==> src/rtl/tac_defs.vh <==
// Constants for the transmit abort cause tracker: register addresses,
// field positions, reset values and acknowledge phase codes.
// Assumes inclusion by the tracker module and the bench; holds definitions only.
`ifndef TAC_DEFS_VH
`define TAC_DEFS_VH

// Register byte addresses on the APB bus.
`define TAC_ADDR_ABORT_CAUSE   32'h50001380
`define TAC_ADDR_CONTROL       32'h500013a0
`define TAC_ADDR_ABORT_CLEAR   32'h500013a4

// Widths and reset values.
`define TAC_REG_W              16
`define TAC_CAUSE_RESET        16'h0000
`define TAC_CONTROL_RESET      16'h0021

// Abort cause flag positions.
`define TAC_SEVEN_BIT_ADDR_UNACKED      0
`define TAC_TEN_BIT_ADDR_FIRST_UNACKED  1
`define TAC_TEN_BIT_ADDR_SECOND_UNACKED 2
`define TAC_DATA_BYTE_UNACKED           3
`define TAC_GENERAL_CALL_UNACKED        4
`define TAC_GENERAL_CALL_READ_ERR       5
`define TAC_HIGH_SPEED_CODE_ACKED       6
`define TAC_START_BYTE_ACKED            7
`define TAC_HIGH_SPEED_NO_RESTART       8
`define TAC_START_BYTE_NO_RESTART       9
`define TAC_TEN_BIT_READ_NO_RESTART     10
`define TAC_MASTER_DISABLED_ATTEMPT     11
`define TAC_ARBITRATION_LOST            12
`define TAC_SLAVE_STALE_TX_FLUSH        13
`define TAC_SLAVE_BUS_LOST              14
`define TAC_SLAVE_READ_CMD_WRITE_ERR    15

// Control register field positions.
`define TAC_CTL_MASTER_ENABLE           0
`define TAC_CTL_TEN_BIT_ADDR            1
`define TAC_CTL_HIGH_SPEED              2
`define TAC_CTL_REPEATED_START_ENABLE   5
`define TAC_CTL_GENERAL_CALL_OR_START   10
`define TAC_CTL_COMMAND_SELECT_A        11

// Abort clear register: writing a one here clears the cause flags.
`define TAC_CLR_BIT                     0

// Data/command port bit positions seen on a software write.
`define TAC_DCP_CMD_BIT                 8
`define TAC_DCP_READ_BIT                9

// Acknowledge slot phase codes from the master engine.
`define TAC_PH_W                3
`define TAC_PH_ADDR7            3'h0
`define TAC_PH_ADDR10_FIRST     3'h1
`define TAC_PH_ADDR10_SECOND    3'h2
`define TAC_PH_DATA             3'h3
`define TAC_PH_GENERAL_CALL     3'h4
`define TAC_PH_START_BYTE       3'h5
`define TAC_PH_HS_CODE          3'h6

`endif

==> src/rtl/tac_abort_tracker.v <==
// Transmit abort cause tracker: sticky cause flags for master and slave
// roles, an APB register view, the stale FIFO flush and the abort level.
// Assumes the master and slave engines deliver one-cycle event pulses and
// levels synchronous to clock, and an APB master on the same clock.
//
// Implementation choice: register access over APB.
`timescale 1ns/1ns
`default_nettype none
`include "tac_defs.vh"

module tac_abort_tracker (
  input  wire                    clock,
  input  wire                    reset,
  // APB slave.
  input  wire                    psel,
  input  wire                    penable,
  input  wire                    pwrite,
  input  wire [31:0]             paddr,
  input  wire [31:0]             pwdata,
  output wire                    pready,
  output wire                    pslverr,
  output wire [31:0]             prdata,
  // Software writes to the data/command port.
  input  wire                    dataCmdWriteStb,
  input  wire [15:0]             dataCmdWriteData,
  // Master engine events.
  input  wire                    mstStartAttempt,
  input  wire                    mstCmdIssue,
  input  wire                    mstArbLost,
  input  wire                    mstAckSlot,
  input  wire [`TAC_PH_W-1:0]    mstAckPhase,
  input  wire                    mstAckReceived,
  // Slave engine events and levels.
  input  wire                    slvDataRequest,
  input  wire                    slvTxActive,
  input  wire                    slvReadCmdRx,
  input  wire                    txFifoNotEmpty,
  input  wire                    sclRise,
  input  wire                    sdaSample,
  input  wire                    sdaIntended,
  // Results.
  output wire [`TAC_REG_W-1:0]   abortCause,
  output wire                    transmitAbortInterrupt,
  output wire                    txFifoFlush,
  output wire                    masterModeEnable,
  output wire                    repeatedStartEnable
);

  reg  [`TAC_REG_W-1:0] cause_ff;
  reg  [`TAC_REG_W-1:0] control_ff;
  reg  [31:0]           prdata_ff;
  reg                   flush_ff;
  reg                   sbyteReassert_ff;
  reg  [`TAC_REG_W-1:0] setVec;
  reg  [31:0]           nxt_prdata;
  wire                  setupPhase;
  wire                  accessPhase;
  wire                  hitCause;
  wire                  hitControl;
  wire                  hitClear;
  wire                  mapped;
  wire                  writeControl;
  wire                  clearReq;
  wire                  tenBitMode;
  wire                  highSpeedMode;
  wire                  commandSelectA;
  wire                  generalCallOrStartSelect;
  wire                  startByteSelected;
  wire                  generalCallSelected;
  wire                  sbyteCause;
  wire                  slaveReadCmdWrite;
  wire                  slaveBusLost;
  wire                  staleTxFlush;
  wire                  ackPhaseHit;

  // The slave answers every transfer in its first access cycle.
  assign setupPhase   = psel & ~penable;
  assign accessPhase  = psel & penable;
  assign hitCause     = (paddr == `TAC_ADDR_ABORT_CAUSE);
  assign hitControl   = (paddr == `TAC_ADDR_CONTROL);
  assign hitClear     = (paddr == `TAC_ADDR_ABORT_CLEAR);
  assign mapped       = hitCause | hitControl | hitClear;
  assign pready       = 1'b1;
  // Writes to the read-only cause register are refused like unmapped ones.
  assign pslverr      = accessPhase & (~mapped | (pwrite & hitCause));
  assign prdata       = prdata_ff;
  assign writeControl = accessPhase & pwrite & hitControl;
  assign clearReq     = accessPhase & pwrite & hitClear & pwdata[`TAC_CLR_BIT];

  // Read data is captured in the setup cycle so it is a flip-flop output.
  always @* begin
    nxt_prdata = 32'h00000000;
    if (setupPhase & ~pwrite) begin
      if (hitCause) begin
        nxt_prdata[`TAC_REG_W-1:0] = cause_ff;
      end else if (hitControl) begin
        nxt_prdata[`TAC_REG_W-1:0] = control_ff;
      end
    end
  end

  assign masterModeEnable         = control_ff[`TAC_CTL_MASTER_ENABLE];
  assign repeatedStartEnable      = control_ff[`TAC_CTL_REPEATED_START_ENABLE];
  assign tenBitMode               = control_ff[`TAC_CTL_TEN_BIT_ADDR];
  assign highSpeedMode            = control_ff[`TAC_CTL_HIGH_SPEED];
  assign commandSelectA           = control_ff[`TAC_CTL_COMMAND_SELECT_A];
  assign generalCallOrStartSelect = control_ff[`TAC_CTL_GENERAL_CALL_OR_START];
  assign startByteSelected        = commandSelectA & generalCallOrStartSelect;
  assign generalCallSelected      = commandSelectA & ~generalCallOrStartSelect;

  // The START byte cause persists as long as this configuration stands.
  assign sbyteCause = ~repeatedStartEnable & startByteSelected;

  assign slaveReadCmdWrite = slvDataRequest & dataCmdWriteStb
                           & dataCmdWriteData[`TAC_DCP_CMD_BIT];
  // A mismatch at a clock rise means another party drives the data line.
  assign slaveBusLost = slvTxActive & sclRise & (sdaSample != sdaIntended);
  assign staleTxFlush = slvReadCmdRx & txFifoNotEmpty;
  assign ackPhaseHit  = mstAckSlot & masterModeEnable;

  always @* begin
    setVec = `TAC_CAUSE_RESET;
    setVec[`TAC_SLAVE_READ_CMD_WRITE_ERR] = slaveReadCmdWrite;
    setVec[`TAC_SLAVE_BUS_LOST]           = slaveBusLost;
    setVec[`TAC_SLAVE_STALE_TX_FLUSH]     = staleTxFlush;
    // Master and slave losses land in one shared bit.
    setVec[`TAC_ARBITRATION_LOST]         = mstArbLost | slaveBusLost;
    setVec[`TAC_MASTER_DISABLED_ATTEMPT]  = mstStartAttempt & ~masterModeEnable;
    setVec[`TAC_TEN_BIT_READ_NO_RESTART]  = mstCmdIssue & tenBitMode
                                          & dataCmdWriteData[`TAC_DCP_READ_BIT]
                                          & ~repeatedStartEnable;
    setVec[`TAC_START_BYTE_NO_RESTART]    = (mstCmdIssue & sbyteCause)
                                          | sbyteReassert_ff;
    setVec[`TAC_HIGH_SPEED_NO_RESTART]    = mstCmdIssue & highSpeedMode
                                          & ~repeatedStartEnable;
    setVec[`TAC_START_BYTE_ACKED]         = ackPhaseHit & mstAckReceived
                                          & (mstAckPhase == `TAC_PH_START_BYTE);
    setVec[`TAC_HIGH_SPEED_CODE_ACKED]    = ackPhaseHit & mstAckReceived
                                          & (mstAckPhase == `TAC_PH_HS_CODE);
    setVec[`TAC_GENERAL_CALL_READ_ERR]    = mstCmdIssue & generalCallSelected
                                          & dataCmdWriteData[`TAC_DCP_READ_BIT];
    setVec[`TAC_GENERAL_CALL_UNACKED]     = ackPhaseHit & ~mstAckReceived
                                          & (mstAckPhase == `TAC_PH_GENERAL_CALL);
    setVec[`TAC_DATA_BYTE_UNACKED]        = ackPhaseHit & ~mstAckReceived
                                          & (mstAckPhase == `TAC_PH_DATA);
    setVec[`TAC_TEN_BIT_ADDR_SECOND_UNACKED] = ackPhaseHit & ~mstAckReceived & tenBitMode
                                          & (mstAckPhase == `TAC_PH_ADDR10_SECOND);
    setVec[`TAC_TEN_BIT_ADDR_FIRST_UNACKED]  = ackPhaseHit & ~mstAckReceived & tenBitMode
                                          & (mstAckPhase == `TAC_PH_ADDR10_FIRST);
    setVec[`TAC_SEVEN_BIT_ADDR_UNACKED]   = ackPhaseHit & ~mstAckReceived & ~tenBitMode
                                          & (mstAckPhase == `TAC_PH_ADDR7);
  end

  // A set in the same cycle as the clear wins, so no event is lost.
  genvar gi;
  generate
    for (gi = 0; gi < `TAC_REG_W; gi = gi + 1) begin : g_flag
      always @(posedge clock or posedge reset) begin
        if (reset) begin
          cause_ff[gi] <= 1'b0;
        end else begin
          cause_ff[gi] <= setVec[gi] | (cause_ff[gi] & ~clearReq);
        end
      end
    end
  endgenerate

  always @(posedge clock or posedge reset) begin
    if (reset) begin
      control_ff       <= `TAC_CONTROL_RESET;
      prdata_ff        <= 32'h00000000;
      flush_ff         <= 1'b0;
      sbyteReassert_ff <= 1'b0;
    end else begin
      prdata_ff <= nxt_prdata;
      flush_ff  <= staleTxFlush;
      // The cleared bit shows zero for exactly one cycle, then returns.
      sbyteReassert_ff <= clearReq & cause_ff[`TAC_START_BYTE_NO_RESTART]
                        & sbyteCause;
      if (writeControl) begin
        control_ff <= pwdata[`TAC_REG_W-1:0];
      end
    end
  end

  assign abortCause             = cause_ff;
  // The abort line stays up while any cause is recorded.
  assign transmitAbortInterrupt = |cause_ff;
  assign txFifoFlush            = flush_ff;

endmodule // tac_abort_tracker
`default_nettype wire

==> config.mk <==
export PLATFORM = sky130hd
export DESIGN_NAME = tac_abort_tracker
export DESIGN_NICKNAME = d
export VERILOG_FILES = /design/src/rtl/tac_abort_tracker.v
export VERILOG_INCLUDE_DIRS = /design/src /design/src/rtl
export SDC_FILE = /design/constraint.sdc
export NUM_CORES = 1
export LEC_CHECK = 0
export ABC_CLOCK_PERIOD_IN_PS = 5200
export BUFFER_PORTS_ARGS = -buffer_cell sky130_fd_sc_hd__buf_2
export CAP_MARGIN = 25
export CORE_MARGIN = 1
export CORE_UTILIZATION = 45
export DETAILED_ROUTE_END_ITERATION = 16
export PLACE_DENSITY = 0.92
export SYNTH_ARGS = -nofsm -noshare
export SYNTH_HDL_FRONTEND = slang
export SYNTH_SLANG_ARGS = --single-unit
export TNS_END_PERCENT = 30
==> constraint.sdc <==
create_clock -name clock -period 5.2 [get_ports clock]
set_clock_uncertainty 0.15 [all_clocks]
set_input_delay 1.04 -clock clock [delete_from_list [all_inputs] [get_ports clock]]
set_output_delay 1.04 -clock clock [all_outputs]
set_load 0.05 [all_outputs]
==> impl_metrics.tcl, run 1 <==
set metrics [dict create \
    status "finished clean" \
    worst_path_most_repeated_cell "buf_2" \
    fin_crit_sh_pct 68.3 \
    ir_drop_mv 0.151 \
    worst_slew_pin_slew_ns 0.546 \
    synthXorXnorAreaFrac_pct 0.372 \
    critPathBufInv 2 \
    fmax_mhz 282 \
    synth_compound_area_share_pct 6.43 \
    core_um2 4880 \
    synth_adder_area_share_pct 0 \
    netSwitchingPower_uw 187 \
    synth_area_um2 2350 \
    dieHeight_um 74.3 \
    place.gp.congestion 0.743 \
    power_uw 700 \
    grt_pass1_vias 1835 \
    critPathSlowestCell "o311a_2" \
    r2r_setup_slack_ns 3.81 \
    dr.pass1.iters 4 \
    tns_ns 0 \
    critical_path_arrival_ns 2.36 \
    ys_seq_area_share_pct 53.3 \
    post_drt_via_cell_ratio 5.10 \
    cts_hold_buf 0 \
    power_frac_clock_pct 32.1 \
    synth_top_area_cell "dfrtp_1" \
    grt_pass1_wl_mm 8.77 \
    pin_count 155 \
    root_buffer "clkbuf_8" \
    htreeDepth 2 \
    hold_violations 0 \
    layout_min_cycle_time_ns 3.55 \
    dpl.hpwl_mm 4.09 \
    synth_cells 190 \
    intPower_uw 513 \
    final_nets 398 \
    cts_tree "built" \
    cp_slowest_stage_delay_ns 0.45 \
    power_density_nw_per_um2 236 \
    rr_worst_depth 3 \
    synth_ff_type "dfrtp_1" \
    drive_gt1_share_pct 50.0 \
    avgSynthCellArea_um2 12.4 \
    synth_warnings 0 \
    async_flop_share_pct 100 \
    die_x_um 74.3 \
    crit_required_ns 4.01 \
    drc 0 \
    antenna_found_initial 0 \
    synth_top_area_share_pct 51.0 \
    start_kind "primary input" \
    pwr-share-seq_pct 55.6 \
    post-cts-setup-buffers 0 \
    drtAntennaViolNets 0 \
    synth.distinct_cells 38 \
    grt.overflow.total 0 \
    row_count 25 \
    hold_class "reg2reg" \
    antennaDiodeCount 0 \
    holdPathEnd "abortCause[9]" \
    ys_ff_latch 50 \
    min-delay-start "sbyteReassert_ff" \
    hold_depth 2 \
    place_inst 356 \
    crit_type "in2out" \
    utilization_pct 60.7 \
    portBuffers 107 \
    cts_resized 0 \
    rsz0062_at_grt "no" \
    cp_max_fo 5 \
    cp_top_family "simple AND/OR/NAND/NOR gates" \
    clock-sinks 50 \
    cts_buffers 5 \
    clockBufferDepth 2 \
    grt_max_degree 51 \
    leakagePower_uw 0.00163 \
    setup.worst_path.end_class "output port" \
    die_area_um2 5520 \
    synth_edf_count 0 \
    synthMuxAreaShare_pct 14.5 \
    syn_to_final_growth_pct 25.9 \
    synth-simple-area-share_pct 17.0 \
    drtIter0Drc 93 \
    fillers 433 \
    slew_violations 0 \
    clkTransAtPathRegs_ns 0.09 \
    insertion_delay_ns 0.30 \
    routedWlPerCell_um 14.9 \
    switching_share_pct 26.7 \
    gr-usage-all-layers_pct 21.2 \
    path_depth 5 \
    slew-limit-headroom_pct 63.6 \
    start_util_pct 48.2 \
    stdcell_count 365 \
    crit_chain "buf_2, nor4_1, nand4_1, o311a_2, buf_2" \
    vias 1863 \
    totalWireLength_mm 5.43 \
    synth_top_family_by_area "simple AND/OR/NAND/NOR gates" \
    maxCapViolCount 0 \
    timing.rr.end "abortCause[4]" \
    synth_area_leaders "dfrtp_1, mux2_2, mux2i_1" \
    r2r_start "control_ff[0]" \
    combPwrFrac_pct 12.3 \
    setup_viol 0 \
]
## metal layers
layer	up-vias	track usage (%)	wire length [um]
li1	861	-	-
met1	916	27.8	2280
met2	77	35.1	2710
met3	9	5.83	367
met4	0	5.45	77
met5	-	0	0
## layout by cell type, fill, tap and decap left out, types with 3 or more instances in the layout
cell        n
buf_2     107
dfrtp_1    48
nor2_1     23
conb_1     17
mux2_2     16
mux2i_1    16
a21o_1      8
nor4_1      6
nand4_1     5
clkbuf_8    5
nor4b_2     4
nand2_1     4
nor3b_1     4
a22o_2      3
## flip-flops by register name (all words and copies together) (netlist names)
signal,count
txFifoFlush,1
sbyteReassert_ff,1
control_ff,16
prdata,16
abortCause,16
## area by class of cell
type	count	area (um2)	share of cell area [%]
Sequential cell	50	1250	42.3
Inverter	3	11.3	0.380
Multi-Input combinational cell	128	965	32.5
Clock inverter	3	18.8	0.633
Timing Repair Buffer	109	563	19.0
Tap cell	67	83.8	2.83
Clock buffer	5	68.8	2.32
## synthesized netlist by cell type, types with 3 or more instances
| master | number |
|---|---|
| nand2_1 | 4 |
| mux2_2 | 16 |
| dfrtp_1 | 48 |
| nor4_1 | 6 |
| a22o_2 | 3 |
| a21o_1 | 8 |
| inv_1 | 3 |
| mux2i_1 | 16 |
| nor3b_1 | 4 |
| buf_4 | 18 |
| nor2_1 | 23 |
| nor4b_2 | 4 |
| nand4_1 | 5 |
## through the flow
| stage | hold slack [ns] | setup slack (ns) | instance area, um2 |
|---|---|---|---|
| 6_report | 0.336 | 1.65 | 2960 |
| 5_1_grt | 0.368 | 1.50 | 2960 |
| 4_1_cts | 0.341 | 1.62 | 2940 |
| 3_5_place_dp | 0.316 | 1.63 | 2860 |
| 3_3_place_gp | 0.290 | 1.69 | 2860 |
| 2_1_floorplan | 0.280 | 1.93 | 2410 |
## kinds of logic (layout without fill, tap and decap cells)
logic type      after synthesis  in the layout
simple gates                 60             60
flops                        50             50
compound gates               18             18
other cells                   2             17
buf+inv                      27            120
xor+xnor                      1              1
mux                          32             32
## worst min-delay path, cell delays in order, from the launching register on
cell and delay, ns:
dfrtp_1 0.34, a221oi_1 0.04, o21ai_0 0.07
## power by group through the flow
stage / clock (uW) / sequential, uW / combinational, uW
global placement: 0 / 397 / 82.1
CTS: 231 / 389 / 84.4
floorplan: 0 / 398 / 57.8
global route: 245 / 389 / 93.3
detailed placement: 0 / 397 / 84.2
finish: 224 / 389 / 86.2
## worst max path at each step
stage	start	endpoint	slack, ns
floorplan	paddr[29]	pslverr	1.93
global placement	paddr[20]	pslverr	1.69
detailed placement	paddr[20]	pslverr	1.63
CTS	paddr[20]	pslverr	1.62
global route	paddr[29]	pslverr	1.50
finish	paddr[20]	pslverr	1.65
Power figures use the tool's default switching activity.
==> run 2, diff against run 1 <==
--- a/config.mk
+++ b/config.mk
@@ -6,13 +6,13 @@
 export SDC_FILE = /design/constraint.sdc
 export NUM_CORES = 1
 export LEC_CHECK = 0
-export ABC_CLOCK_PERIOD_IN_PS = 5200
+export ABC_CLOCK_PERIOD_IN_PS = 3400
 export BUFFER_PORTS_ARGS = -buffer_cell sky130_fd_sc_hd__buf_2
 export CAP_MARGIN = 25
 export CORE_MARGIN = 1
-export CORE_UTILIZATION = 45
+export CORE_UTILIZATION = 42
 export DETAILED_ROUTE_END_ITERATION = 16
-export PLACE_DENSITY = 0.92
+export PLACE_DENSITY = 0.87
 export SYNTH_ARGS = -nofsm -noshare
 export SYNTH_HDL_FRONTEND = slang
 export SYNTH_SLANG_ARGS = --single-unit
==> constraint.sdc (replaced) <==
create_clock -name clock -period 3.4 [get_ports clock]
set_clock_uncertainty 0.15 [all_clocks]
set_input_delay 0.68 -clock clock [delete_from_list [all_inputs] [get_ports clock]]
set_output_delay 0.68 -clock clock [all_outputs]
set_load 0.05 [all_outputs]
==> run 2 against run 1 <==
Critical path depth unchanged. Non-clock buffer count increased by 1. Setup slack got worse by 1.1 ns. Sequential share of layout area decreased by 0.21 points. Total power increased by 53%. Sequential cell count unchanged. Global-route usage decreased by 1.4 points. First-iteration DRC count increased by 20%. Count of clock-buffer cells in the layout increased by 2. Hold slack got worse by 0.13 ns. Critical endpoint unchanged.
==> impl_metrics.tcl, run 2 (synthesized netlist as in run 1, its figures left out) <==
set metrics [dict create \
    totalWireLength_mm 5.49 \
    row_count 26 \
    timing.rr.end "abortCause[4]" \
    status "finished clean" \
    post-cts-setup-buffers 0 \
    crit_chain "buf_2, nor4bb_1, nand4_1, o311a_2, buf_2" \
    core_um2 5240 \
    setup_viol 0 \
    cts_tree "built" \
    fin_crit_sh_pct 83.1 \
    root_buffer "clkbuf_8" \
    drtIter0Drc 112 \
    hold_slack_ns 0.206 \
    cp_top_family "simple AND/OR/NAND/NOR gates" \
    final_nets 399 \
    crit_required_ns 2.57 \
    grt_max_degree 51 \
    grt_pass1_wl_mm 9.09 \
    gr-usage-all-layers_pct 19.9 \
    rr_worst_depth 3 \
    drive_gt1_share_pct 49.8 \
    leakagePower_uw 0.00164 \
    clockBufferDepth 2 \
    final_cell_mix "buf_2, dfrtp_1, nor2_1" \
    critical_path_arrival_ns 1.99 \
    pre_cts_slack_ns 0.562 \
    cts_buffers 5 \
    start_kind "primary input" \
    syn_to_final_growth_pct 26.6 \
    cp_max_fo 5 \
    place.gp.congestion 0.776 \
    dr.pass1.iters 4 \
    antennaDiodeCount 0 \
    r2r_start "control_ff[0]" \
    hold_class "in2async" \
    r2r_setup_slack_ns 1.96 \
    multi_input_area_um2 965 \
    critPathLaunch "paddr[29]" \
    cts_resized 0 \
    die_x_um 76.9 \
    ir_drop_mv 0.174 \
    place_inst 360 \
    setup.worst_path.end_class "output port" \
    dieHeight_um 76.9 \
    dpl.hpwl_mm 4.10 \
    rsz0062_at_grt "no" \
    fillers 461 \
    critPathSlowestCell "o311a_2" \
    grt.overflow.total 0 \
    antenna_found_initial 0 \
    drc 0 \
    critPathCapture "pslverr" \
    clkTransAtPathRegs_ns 0.08 \
    stdcell_count 369 \
    hold_violations 0 \
    portBuffers 107 \
    cp_slowest_stage_delay_ns 0.45 \
    timing.final.ws_setup_ns 0.575 \
    power_density_nw_per_um2 360 \
    die_area_um2 5910 \
    placed_area_um2 2870 \
    routedWlPerCell_um 14.9 \
    layout_min_cycle_time_ns 2.82 \
    clock-sinks 50 \
    cts_hold_buf 0 \
    fin_area_um2 2980 \
    insertion_delay_ns 0.29 \
    layout_commonest_cell "buf_2" \
    regArea_um2 1250 \
    crit_type "in2out" \
    post_drt_via_cell_ratio 4.96 \
    worst_path_most_repeated_cell "buf_2" \
    start_util_pct 44.9 \
    maxCapViolCount 0 \
    slew_violations 0 \
    grt_pass1_vias 1891 \
    tns_ns 0 \
    critPathBufInv 2 \
    path_depth 5 \
    drtAntennaViolNets 0 \
    htreeDepth 2 \
    vias 1831 \
    pin_count 155 \
    fmax_mhz 354 \
]
run 2: cell types whose count changed in the layout (fill, tap and decap cells not counted):
cell,previous run,this run
buf_4,1,2
clkbuf_1,0,1
clkbuf_8,5,6
clkinv_2,2,1
inv_6,1,0
run 2: power breakdown:
| part | internal [uW] | switching [uW] | total (uW) |
|---|---|---|---|
| Combinational | 44.6 | 87.1 | 132 |
| Sequential | 595 | 0.190 | 595 |
| Clock | 164 | 182 | 347 |
| Total | 804 | 270 | 1070 |
run 2: how the worst min path moves through the flow:
stage                                start  slack, ns  cells after the start       endpoint
after floorplan           sbyteReassert_ff       0.28                      2  abortCause[9]
after global placement    sbyteReassert_ff       0.29                      2  abortCause[9]
after detailed placement  sbyteReassert_ff       0.31                      2  abortCause[9]
after CTS                 sbyteReassert_ff       0.33                      2  abortCause[9]
after global routing                 reset       0.21                      2      prdata[9]
final                                reset       0.21                      2      prdata[9]
run 2: cell type report:
type	instances	area share, %
tap	70	2.94
timing repair buffer	110	19.2
inverter	3	0.378
sequential	50	42.1
multi-input combinational	128	32.4
clock inverter	1	0.168
clock buffer	7	2.90
run 2: metal layers:
| layer | track usage [%] | vias up | wire (um) |
|---|---|---|---|
| met1 | 24.9 | 890 | 2320 |
| li1 | - | 862 | - |
| met2 | 33.1 | 71 | 2750 |
| met5 | 0 | - | 0 |
| met4 | 7.12 | 0 | 91 |
| met3 | 4.88 | 8 | 328 |
run 2: metrics by stage:
| stage | util, % | total power, uW |
|---|---|---|
| finish | 56.9 | 1070 |
| global route | 56.9 | 1130 |
| CTS | 56.5 | 1090 |
| detailed placement | 54.8 | 736 |
| global placement | 54.8 | 733 |
| floorplan | - | 698 |
